==> src/isv_pkg.sv <==
package isv_pkg;
  // ==========================================================
  // Vector numbers
  localparam logic [7:0] VEC_DIVIDE = 8'h00;
  localparam logic [7:0] VEC_NMI = 8'h02;
  localparam logic [7:0] VEC_BREAKPOINT = 8'h03;
  localparam logic [7:0] VEC_OVERFLOW = 8'h04;
  localparam logic [7:0] VEC_RANGE = 8'h05;
  localparam logic [7:0] VEC_MACHINE_CHECK = 8'h12;
  localparam logic [7:0] VEC_UNIT_MIN = 8'h10;
  localparam logic [7:0] VEC_ARCH_LAST = 8'h1F;
  // Error-code carrying exception vectors (bit per vector 0..31)
  localparam logic [31:0] ERRCODE_MAP = 32'h00027D00;
  // Fault class per exception vector 0..31 (others traps/aborts)
  localparam logic [31:0] FAULT_MAP = 32'h000B7EE3;
  localparam logic [31:0] ABORT_MAP = 32'h00040100;

  // ==========================================================
  // Event kinds and exception classes
  typedef enum logic [2:0] {
    ISV_EV_NONE,
    ISV_EV_EXT,
    ISV_EV_NMI,
    ISV_EV_SOFT,
    ISV_EV_EXC,
    ISV_EV_MCHK
  } isv_kind_t;

  typedef enum logic [1:0] {
    ISV_CL_MASKABLE_REQUEST_PIN,
    ISV_CL_FAULT,
    ISV_CL_TRAP,
    ISV_CL_ABORT
  } isv_class_t;

  // Software-raised exception instruction kinds
  typedef enum logic [1:0] {
    ISV_SW_NONE,
    ISV_SW_OVERFLOW,
    ISV_SW_BREAK,
    ISV_SW_RANGE
  } isv_swexc_t;

  // Dispatch record handed to the handler-call logic
  typedef struct packed {
    logic [7:0] vector;
    logic err_code;
    logic nmi_state;
    logic restart_here;
    isv_class_t cls;
    isv_kind_t kind;
  } isv_dispatch_t;
endpackage : isv_pkg

==> src/isv_vector_select.sv <==
// Function
// - Unit off: pin0 maskable, pin1 non-maskable
// - Maskable pin fetches vector over system bus
// - Non-maskable request always uses vector 2
// - Unit on: pins use programmed table vectors
// - Maskable pin accepts vectors 0 to 255
// - Unit accepts maskable vectors 16 to 255
// - Unit vectors 0-15 flag illegal vector, only while sequencer idle
// - Interrupt-enable flag gates all maskable requests
// - Software interrupt vector from operand, any
// - Soft vector 2 skips non-maskable state
// - Software interrupts ignore interrupt-enable flag
// - Software interrupt never pushes error code
// - Overflow, breakpoint, range instructions raise exceptions
// - Machine check raises vector 18, error code
// - Suspend, run handler, resume unless unrecoverable
// - Reset, flush, stop-clock, etc. bypass this path
// - Each exception fixed vector and class
// - Vectors 0-31 architectural, 32-255 user
// - Faults return to the faulting instruction
`timescale 1ns/10ps
`default_nettype none
module isv_vector_select
  import isv_pkg::*;
(
  input wire logic I_SYS_CLK,
  input wire logic I_RST,
  // Local request pins, asynchronous
  input wire logic [1:0] I_LOCAL_REQUEST_PINS,
  // On-chip interrupt unit enable and local table vectors
  input wire logic I_ONCHIP_UNIT_EN,
  input wire logic [7:0] I_LVT_VEC0,
  input wire logic [7:0] I_LVT_VEC1,
  // Vector message forwarded by the system interrupt router
  input wire logic I_ROUTER_VALID,
  input wire logic [7:0] I_ROUTER_VEC,
  // Vector fetch over the system bus
  output logic O_VEC_FETCH,
  input wire logic I_VEC_FETCH_ACK,
  input wire logic [7:0] I_VEC_FETCH_DATA,
  // Interrupt-enable flag of the processor flags word
  input wire logic I_IF_FLAG,
  // Software interrupt instruction
  input wire logic I_SOFT_INT,
  input wire logic [7:0] I_SOFT_VEC,
  // Software-raised exception instructions
  input wire logic [1:0] I_SW_EXC,
  // Program-error exception
  input wire logic I_EXC_VALID,
  input wire logic [7:0] I_EXC_VEC,
  // Machine-check detection
  input wire logic I_MCHK,
  // Reset and side-band interrupt pins never enter this path
  // Dispatch handshake
  output isv_dispatch_t O_DISPATCH,
  output logic O_DISPATCH_VALID,
  input wire logic I_HANDLER_DONE,
  output logic O_SUSPENDED,
  output logic O_ILLEGAL_VEC
);
  // ==========================================================
  // Pin synchronisers
  logic [1:0] pin_s1_r; // First stage only
  logic [1:0] pin_s2_r; // Second stage, read by logic
  logic [1:0] pin_q_r; // Previous value for edge detect

  always_ff @(posedge I_SYS_CLK)
  begin
    if (I_RST)
    begin
      pin_s1_r <= 2'h0;
      pin_s2_r <= 2'h0;
      pin_q_r <= 2'h0;
    end
    else
    begin
      pin_s1_r <= I_LOCAL_REQUEST_PINS;
      pin_s2_r <= pin_s1_r;
      pin_q_r <= pin_s2_r;
    end
  end

  // ==========================================================
  // Request decode
  typedef enum logic [1:0] {ST_IDLE, ST_FETCH, ST_HANDLER} isv_state_t;
  isv_state_t state_r;
  isv_state_t state_nxt;

  wire unit_off = !I_ONCHIP_UNIT_EN;
  // Pin 0 maskable level, pin 1 non-maskable edge
  wire mask_pin = unit_off && pin_s2_r[0];
  wire nmi_edge = unit_off && pin_s2_r[1] && !pin_q_r[1];
  // Unit on: rising edge on either pin uses its table vector
  wire [1:0] lint_edge = pin_s2_r & ~pin_q_r;
  wire lvt0_req = I_ONCHIP_UNIT_EN && lint_edge[0];
  wire lvt1_req = I_ONCHIP_UNIT_EN && lint_edge[1];
  wire [7:0] unit_vec = I_ROUTER_VALID ? I_ROUTER_VEC :
                        (lvt0_req ? I_LVT_VEC0 : I_LVT_VEC1);
  wire unit_any = I_ROUTER_VALID || lvt0_req || lvt1_req;
  // Unit only takes vectors 16 and up
  wire unit_legal = unit_vec >= VEC_UNIT_MIN;
  wire unit_illegal = unit_any && !unit_legal;
  // One group mask for every maskable source
  wire unit_take = unit_any && unit_legal && I_IF_FLAG;
  wire pin_take = mask_pin && I_IF_FLAG;
  wire idle = state_r == ST_IDLE;
  // Software-raised exception vectors
  wire [7:0] swexc_vec = (I_SW_EXC == ISV_SW_OVERFLOW) ? VEC_OVERFLOW :
                         (I_SW_EXC == ISV_SW_BREAK) ? VEC_BREAKPOINT :
                         VEC_RANGE;
  wire swexc_req = I_SW_EXC != ISV_SW_NONE;
  // Exception vectors 0..31 index the class tables
  wire exc_arch = I_EXC_VEC <= VEC_ARCH_LAST;
  wire [4:0] exc_idx = I_EXC_VEC[4:0];
  wire exc_fault = exc_arch && FAULT_MAP[exc_idx];
  wire exc_abort = exc_arch && ABORT_MAP[exc_idx];
  wire exc_err = exc_arch && ERRCODE_MAP[exc_idx];

  // ==========================================================
  // Candidate selection, fixed order, one per event
  isv_dispatch_t cand;
  logic cand_valid;
  always_comb
  begin
    cand = '0;
    cand_valid = 1'b0;
    if (I_MCHK)
    begin
      // Abort on vector 18 with error code
      cand.vector = VEC_MACHINE_CHECK;
      cand.err_code = 1'b1;
      cand.cls = ISV_CL_ABORT;
      cand.kind = ISV_EV_MCHK;
      cand_valid = 1'b1;
    end
    else if (I_EXC_VALID)
    begin
      cand.vector = I_EXC_VEC;
      cand.err_code = exc_err;
      cand.cls = exc_fault ? ISV_CL_FAULT :
                 (exc_abort ? ISV_CL_ABORT : ISV_CL_TRAP);
      cand.restart_here = exc_fault;
      cand.kind = ISV_EV_EXC;
      cand_valid = 1'b1;
    end
    else if (swexc_req)
    begin
      // Range check is a fault, the other two are traps
      cand.vector = swexc_vec;
      cand.cls = (I_SW_EXC == ISV_SW_RANGE) ? ISV_CL_FAULT : ISV_CL_TRAP;
      cand.restart_here = I_SW_EXC == ISV_SW_RANGE;
      cand.kind = ISV_EV_EXC;
      cand_valid = 1'b1;
    end
    else if (I_SOFT_INT)
    begin
      // Operand vector, no mask, no error code, no NMI state
      cand.vector = I_SOFT_VEC;
      cand.err_code = 1'b0;
      cand.nmi_state = 1'b0;
      cand.cls = ISV_CL_MASKABLE_REQUEST_PIN;
      cand.kind = ISV_EV_SOFT;
      cand_valid = 1'b1;
    end
    else if (nmi_edge)
    begin
      // Fixed vector regardless of any bus vector
      cand.vector = VEC_NMI;
      cand.nmi_state = 1'b1;
      cand.cls = ISV_CL_MASKABLE_REQUEST_PIN;
      cand.kind = ISV_EV_NMI;
      cand_valid = 1'b1;
    end
    else if (unit_take)
    begin
      cand.vector = unit_vec;
      cand.cls = ISV_CL_MASKABLE_REQUEST_PIN;
      cand.kind = ISV_EV_EXT;
      cand_valid = 1'b1;
    end
  end

  // ==========================================================
  // Sequencer: idle, vector fetch, handler running
  wire start_fetch = idle && !cand_valid && pin_take;
  wire fetch_done = (state_r == ST_FETCH) && I_VEC_FETCH_ACK;
  wire issue = (idle && cand_valid) || fetch_done;

  always_comb
  begin
    state_nxt = state_r;
    unique case (state_r)
      ST_IDLE:
        if (cand_valid)
          state_nxt = ST_HANDLER;
        else if (start_fetch)
          state_nxt = ST_FETCH;
      ST_FETCH:
        if (I_VEC_FETCH_ACK)
          state_nxt = ST_HANDLER;
      ST_HANDLER:
        if (I_HANDLER_DONE)
          state_nxt = ST_IDLE;
    endcase
  end

  // Fetched vector: any value 0..255 accepted
  isv_dispatch_t fetched;
  always_comb
  begin
    fetched = '0;
    fetched.vector = I_VEC_FETCH_DATA;
    fetched.cls = ISV_CL_MASKABLE_REQUEST_PIN;
    fetched.kind = ISV_EV_EXT;
  end

  // ==========================================================
  // Output registers
  always_ff @(posedge I_SYS_CLK)
  begin
    if (I_RST)
    begin
      state_r <= ST_IDLE;
      O_DISPATCH <= '0;
      O_DISPATCH_VALID <= 1'b0;
      O_VEC_FETCH <= 1'b0;
      O_SUSPENDED <= 1'b0;
      O_ILLEGAL_VEC <= 1'b0;
    end
    else
    begin
      state_r <= state_nxt;
      O_DISPATCH_VALID <= issue;
      if (issue)
        O_DISPATCH <= fetched_sel(fetch_done, fetched, cand);
      O_VEC_FETCH <= state_nxt == ST_FETCH;
      O_SUSPENDED <= state_nxt == ST_HANDLER;
      O_ILLEGAL_VEC <= idle && unit_illegal;
    end
  end

  function automatic isv_dispatch_t fetched_sel(input logic f,
    input isv_dispatch_t a, input isv_dispatch_t b);
    fetched_sel = f ? a : b;
  endfunction : fetched_sel
endmodule : isv_vector_select
`default_nettype wire

==> config.mk <==
export PLATFORM = sky130hd
export DESIGN_NAME = isv_vector_select
export DESIGN_NICKNAME = d
export VERILOG_FILES = /design/src/isv_pkg.sv /design/src/isv_vector_select.sv
export SDC_FILE = /design/constraint.sdc
export NUM_CORES = 1
export LEC_CHECK = 0
export BUFFER_PORTS_ARGS = -buffer_cell sky130_fd_sc_hd__buf_2
export CAP_MARGIN = 15
export CORE_ASPECT_RATIO = 0.5
export CORE_MARGIN = 2
export CORE_UTILIZATION = 53
export CTS_CLUSTER_DIAMETER = 200
export CTS_CLUSTER_SIZE = 25
export DETAILED_ROUTE_END_ITERATION = 10
export PLACE_DENSITY = 0.86
export SETUP_SLACK_MARGIN = 0.2
export SYNTH_ARGS = -nofsm -noshare
export SYNTH_HDL_FRONTEND = slang
export SYNTH_SLANG_ARGS = --single-unit
export TNS_END_PERCENT = 100
==> constraint.sdc <==
create_clock -name I_SYS_CLK -period 3.7 [get_ports I_SYS_CLK]
set_input_delay 0.185 -clock I_SYS_CLK [delete_from_list [all_inputs] [get_ports I_SYS_CLK]]
set_output_delay 0.185 -clock I_SYS_CLK [all_outputs]
set_load 0.01 [all_outputs]
==> results of run 1 <==
## flip-flops by register name, summed over array words and instances (netlist names)
register	cells
O_VEC_FETCH	1
O_DISPATCH	16
O_SUSPENDED	1
O_ILLEGAL_VEC	1
state_r	2
pin_s1_r	2
pin_s2_r	2
O_DISPATCH_VALID	1
pin_q_r	2
## area by class of cell
class / instances / area [µm²]
Multi-Input combinational cell: 206 / 1450
Fill cell: 338 / 1290
Sequential cell: 28 / 561
Timing Repair Buffer: 83 / 420
Tap cell: 54 / 67.6
Clock buffer: 3 / 41.3
Inverter: 9 / 33.8
## cells in the final DEF (no fill, tap or decap), types with 6 or more instances in the layout
cell | Yosys | final
buf_2 | 2 | 81
dfxtp_1 | 28 | 28
nand2_1 | 28 | 28
o21ai_0 | 19 | 19
a21oi_1 | 16 | 16
nor2_1 | 12 | 12
nor2b_1 | 11 | 11
nand2b_1 | 10 | 10
inv_1 | 9 | 9
nand3_1 | 9 | 9
mux2_2 | 7 | 7
mux2i_1 | 7 | 7
nand3b_1 | 7 | 7
ha_1 | 7 | 7
a221o_1 | 6 | 6
## path summary, 6_finish.rpt
kind	cells past startpoint	startpoint	endpoint
max	7	state_r[0]	O_SUSPENDED
min	2	I_LOCAL_REQUEST_PINS[0]	pin_s1_r[0]
max reg2reg	7	state_r[0]	O_SUSPENDED
min reg2reg	1	pin_s1_r[1]	pin_s2_r[1]
## metal layers
layer	vias up	track usage, %	share of wire (%)
li1	1111	-	-
met1	1120	36.0	42
met2	119	46.6	47
met3	16	7.17	9.2
met4	0	8.82	1.8
met5	-	0	0
## critical path, delay by kind of cell (launching register included)
kind,cells,cell delay (ns)
AOI/OAI and AO/OA,3,0.91
DFF,1,0.34
buffers and inverters,1,0.12
and+or+nand+nor,2,0.70
adders and majority gates,1,0.52
## per-stage QoR
| step | setup WS [ns] | instances |
|---|---|---|
| floorplan | 1.60 | 256 |
| global route | 0.753 | 383 |
| detailed placement | 1.06 | 380 |
| global placement | 1.26 | 380 |
| CTS | 1.06 | 383 |
| finish | 0.984 | 383 |
## kinds of logic (layout without fill, tap and decap cells)
family          count (synthesis)  after routing
compound gates                 79             79
fa+ha+maj                       7              7
buf+inv                        22             95
flops                          28             28
mux                            14             14
simple gates                  106            106
## power groups by stage
| stage | Combinational (mW) | Clock, mW | Sequential, mW |
|---|---|---|---|
| 2_1_floorplan | 0.101 | 0 | 0.340 |
| 3_3_place_gp | 0.180 | 0 | 0.335 |
| 3_5_place_dp | 0.185 | 0 | 0.335 |
| 4_1_cts | 0.186 | 0.170 | 0.328 |
| 5_1_grt | 0.206 | 0.177 | 0.330 |
| 6_report | 0.189 | 0.169 | 0.328 |
==> results_dict.tcl, run 1 <==
set metrics [dict create \
    status "finished, final reports clean" \
    final_period_minus_worst_setup_slack_ns 2.72 \
    grt_remaining_overflow 0 \
    timing.critical_path.arrival_ns 2.89 \
    routability_cong 0.952 \
    clock_power_share_pct 24.6 \
    worst_clock_skew_ns 0.00474 \
    r2r_setup_slack_ns 0.98 \
    worstSetupEndpointType "flop" \
    worst_skew_pair.late_latency_ns 0.28 \
    xor_and_xnor_fraction_of_the_mapped_netlist_area_pct 0 \
    power.share.combinational_pct 27.5 \
    yosys_warnings 0 \
    holdBufCountCts 0 \
    worst_pin_slew_ns 1.00 \
    final_design_area_no_fill_um2 2580 \
    grt_pass1_wl_um 10100 \
    share_of_synthesized_cell_area_in_full_adder_half_adder_and_majority_cells_pct 4.16 \
    cts_tree "built" \
    rsz0062_at_grt "false" \
    setup_violations 0 \
    synth_area_leaders "dfxtp_1 27%, nand2_1 5.0%, o21ai_0 4.5%, ha_1 4.2%, a21oi_1 3.8%" \
    total_via_count_after_detailed_routing 2366 \
    cts.reportedPaths.clkPinSlew_ns 0.09 \
    setup.worst_path.class "flop to flop" \
    postSynthNetCount 325 \
    final.period_utilization_pct 73.4 \
    synthCells 256 \
    synth.mux.area_fraction_pct 7.07 \
    die_h_um 48.6 \
    maxSlewViolCount 0 \
    total_leakage_power_nw 1.09 \
    internal_power_summed_over_all_cells_uw 476 \
    netlist.top_cell.by_area "dfxtp_1" \
    drt-wirelength-per-cell_um 16.2 \
    synthArstFlopShare_pct 0 \
    worstPathRequired_ns 3.87 \
    cts_made_buffers 3 \
    fp.dieArea_um2 4520 \
    grt_util_all_layers_pct 28.1 \
    floorplan.initialDensity_pct 54.5 \
    mean_instance_size_in_the_synthesized_netlist_um2 8.23 \
    chipWidth_um 93.1 \
    swShare_pct 30.6 \
    cap_viol_max_count 0 \
    design_power_total_uw 686 \
    timing_hold_violations_final 0 \
    ys_dominant_reg_cell "dfxtp_1" \
    sequentialPowerShare_pct 47.9 \
    critPathSlowestCell "a2111oi_0" \
    critical-path-max-stage-delay_ns 0.70 \
    synth_compound_area_share_pct 28.8 \
    firstDrtPassIters 7 \
    mappedNetlistArea_um2 2110 \
    antenna-diode-count 0 \
    synth_edf_count 0 \
    fmax_mhz 368 \
    drc_errors 0 \
    vdd_ir_drop_max_uv 210 \
    cts_root_buf "clkbuf_8" \
    drt_first_iter_violations 209 \
    finalNetCount 400 \
    netlist.area_leader.share_pct 26.6 \
    layout-drive-gt1-share_pct 31.9 \
    pin_count 82 \
    switchingPower_uw 210 \
    finalCoreUtilization_pct 66.7 \
    via_count_of_the_first_global_routing_pass 2228 \
    postPlaceCellArea_um2 2530 \
    totalWireLength_um 6200 \
    synth-seq-area-share_pct 26.6 \
    ys_seq_elements 28 \
    synth-simple-area-share_pct 28.9 \
    synth.distinct_cells 59 \
    htreeDepth 1 \
    worst-path-max-fanout 17 \
    final_antenna_net_count 0 \
    max-slew-margin-rel_pct 32.9 \
    path_cells "inv_1 -> ha_1 -> nand4b_1 -> a2111oi_0 -> or3b_2 -> o2111ai_1 -> a211oi_1" \
    area_growth_syn_to_layout_pct 22.3 \
    placement_rows 16 \
    synth_top_family_by_area "simple AND/OR/NAND/NOR gates" \
    via_per_inst 6.18 \
    cp-start-kind "flop" \
    core_region_area_um2 3860 \
    tritoncts_num_sinks 28 \
    worst_slack_on_hold_paths_ns 0.128 \
    power.density_nw_per_um2 266 \
    final.setup.tns_ns 0 \
    io_buffers 81 \
    cts.path.max_buffers 2 \
    post-dp-hpwl_um 4790 \
    largest_net_degree_at_the_start_of_global_routing 22 \
    hold_path_class "primary input to flop" \
    antenna_found_initial 0 \
    postCtsSetupBuffers 0 \
    synth_top_cells_by_count "28 x dfxtp_1, 28 x nand2_1, 19 x o21ai_0" \
    number_of_resized_instances_in_the_post_cts_repair_step 0 \
]
(Power assumes the default switching activity.)
==> run 2, diff against run 1 <==
- CORE_UTILIZATION: 53 -> 44
- PLACE_DENSITY: 0.86 -> 0.76
- clock period: 3.7 -> 2.35 ns (I/O delays scaled with it)
==> run 2 against run 1 <==
Critical path depth is 1 lower. Hold slack worse by 0.072 ns. Clock skew is 0.0038 ns higher. Clock-buffer cell count is 1 higher. Register-to-register slack worse by 0.68 ns. Sequential power is 58% higher. Largest cell class unchanged. Highest routed layer unchanged.
==> results_dict.tcl, run 2 (same netlist as run 1, synthesis figures left out) <==
set metrics [dict create \
    status "finished, final reports clean" \
    cts.reportedPaths.clkPinSlew_ns 0.10 \
    core_region_area_um2 4510 \
    firstDrtPassIters 5 \
    max-slew-margin-rel_pct 57.8 \
    htreeDepth 1 \
    grt_remaining_overflow 0 \
    mostFrequentLayoutCells "81 x buf_2, 28 x dfxtp_1, 28 x nand2_1" \
    design_power_total_mw 1.13 \
    antenna-diode-count 0 \
    routability_cong 0.867 \
    placement_rows 17 \
    area_growth_syn_to_layout_pct 27.6 \
    largest_register "O_DISPATCH" \
    post-dp-hpwl_um 4990 \
    rsz0062_at_grt "true" \
    cts.path.max_buffers 2 \
    totalWireLength_um 6360 \
    timing.critical_path.arrival_ns 2.22 \
    timing_hold_violations_final 0 \
    cts_root_buf "clkbuf_8" \
    fp.dieArea_um2 5390 \
    final_antenna_net_count 0 \
    drt_first_iter_violations 213 \
    power.density_nw_per_um2 420 \
    via_per_inst 5.87 \
    total_leakage_power_nw 1.15 \
    max_reg_flops 16 \
    vdd_ir_drop_max_uv 296 \
    finalNetCount 407 \
    floorplan.initialDensity_pct 46.7 \
    antenna_found_initial 0 \
    worst_skew_pair.late_latency_ns 0.28 \
    io_buffers 81 \
    worst_pin_slew_ns 0.632 \
    tritoncts_num_sinks 28 \
    grt_pass1_wl_um 10200 \
    worst_clock_skew_ns 0.00856 \
    via_count_of_the_first_global_routing_pass 2132 \
    die_h_um 52.9 \
    postCtsSetupBuffers 0 \
    drc_errors 0 \
    cap_viol_max_count 0 \
    worstSetupEndpointType "flop" \
    layout.filler_cells 431 \
    drt-wirelength-per-cell_um 15.8 \
    hold_path_class "primary input to flop" \
    total_via_count_after_detailed_routing 2366 \
    setup.worst_path.class "flop to flop" \
    setup_violations 0 \
    critical-path-max-stage-delay_ns 0.55 \
    cp-start-kind "flop" \
    final_period_minus_worst_setup_slack_ns 2.05 \
    maxSlewViolCount 0 \
    mostFrequentLayoutCell "buf_2" \
    worstPathRequired_ns 2.53 \
    worst-path-max-fanout 5 \
    pin_count 82 \
    cts_made_buffers 3 \
    largest_net_degree_at_the_start_of_global_routing 22 \
    cts_tree "built" \
    chipWidth_um 102 \
    grt_util_all_layers_pct 24.5 \
    final.setup.tns_ns 0 \
    layout-drive-gt1-share_pct 34.1 \
    critPathSlowestCell "nor3b_1" \
    final.period_utilization_pct 87.0 \
    fmax_mhz 489 \
    path_cells "nor3b_1 -> buf_4 -> nor2_1 -> nand3_1 -> o31ai_1 -> a221o_1" \
]
[run 2: cell types whose count changed in the layout (fill, tap and decap cells not counted), sizes merged]
cell / previous run / this run
clkbuf: 3 / 4
buf: 83 / 90
[run 2: path summary, 6_finish.rpt]
check                                             start             end  slack [ns]  cells past startpoint
worst max-delay path                        pin_s2_r[1]  O_DISPATCH[11]        0.30                      6
worst min-delay path            I_LOCAL_REQUEST_PINS[1]     pin_s1_r[1]        0.06                      2
worst max register to register              pin_s2_r[1]  O_DISPATCH[11]        0.30                      6
worst min register to register              pin_s1_r[0]     pin_s2_r[0]        0.45                      1
[run 2: where the power goes]
group          internal (mW)  leakage (nW)  switching (mW)  total, mW
Combinational          0.140         0.895           0.171      0.310
Clock                  0.150        0.0288           0.149      0.299
Sequential             0.502         0.230          0.0166      0.518
Total                  0.791          1.15           0.336       1.13
[run 2: repair_timing]
action | CTS | global route
gates resized for setup | 0 | 6
setup endpoints to repair | 0 | 15
hold buffers | 0 | 0
[run 2: critical path, delay by kind of cell, from the launching register on]
family,cells,cell delay [ns]
flip-flops,1,0.38
AND/OR/NAND/NOR,3,0.83
AO/OA/AOI/OAI,2,0.48
buffers and inverters,1,0.25
[run 2: area by class of cell]
cell class / count / area [µm²] / share of cell area [%]
Tap cell: 66 / 82.6 / 3.07
Inverter: 9 / 33.8 / 1.26
Sequential cell: 28 / 561 / 20.9
Clock buffer: 4 / 55.1 / 2.05
Timing Repair Buffer: 90 / 473 / 17.6
Multi-Input combinational cell: 206 / 1480 / 55.1
[run 2: routing by layer]
layer | GRT usage [%] | vias to the layer above | share of wire (%)
met5 | 0 | - | 0
met3 | 5.02 | 12 | 7.4
met1 | 34.3 | 1123 | 46
met4 | 5.33 | 0 | 1.4
met2 | 38.9 | 96 | 46
li1 | - | 1135 | -
[run 2: per-stage QoR]
step / area (µm²) / utilization (%) / hold WS (ns) / cells / worst slack, ns
6_report: 2690 / 59.6 / 0.0563 / 403 / 0.304
5_1_grt: 2690 / 59.6 / 0.0377 / 403 / 0.178
4_1_cts: 2660 / 58.9 / 0.0539 / 403 / 0.210
3_5_place_dp: 2600 / 57.7 / 0.334 / 399 / 0.169
3_3_place_gp: 2600 / 57.7 / 0.333 / 399 / 0.206
2_1_floorplan: 2110 / - / 0.246 / 256 / 0.263
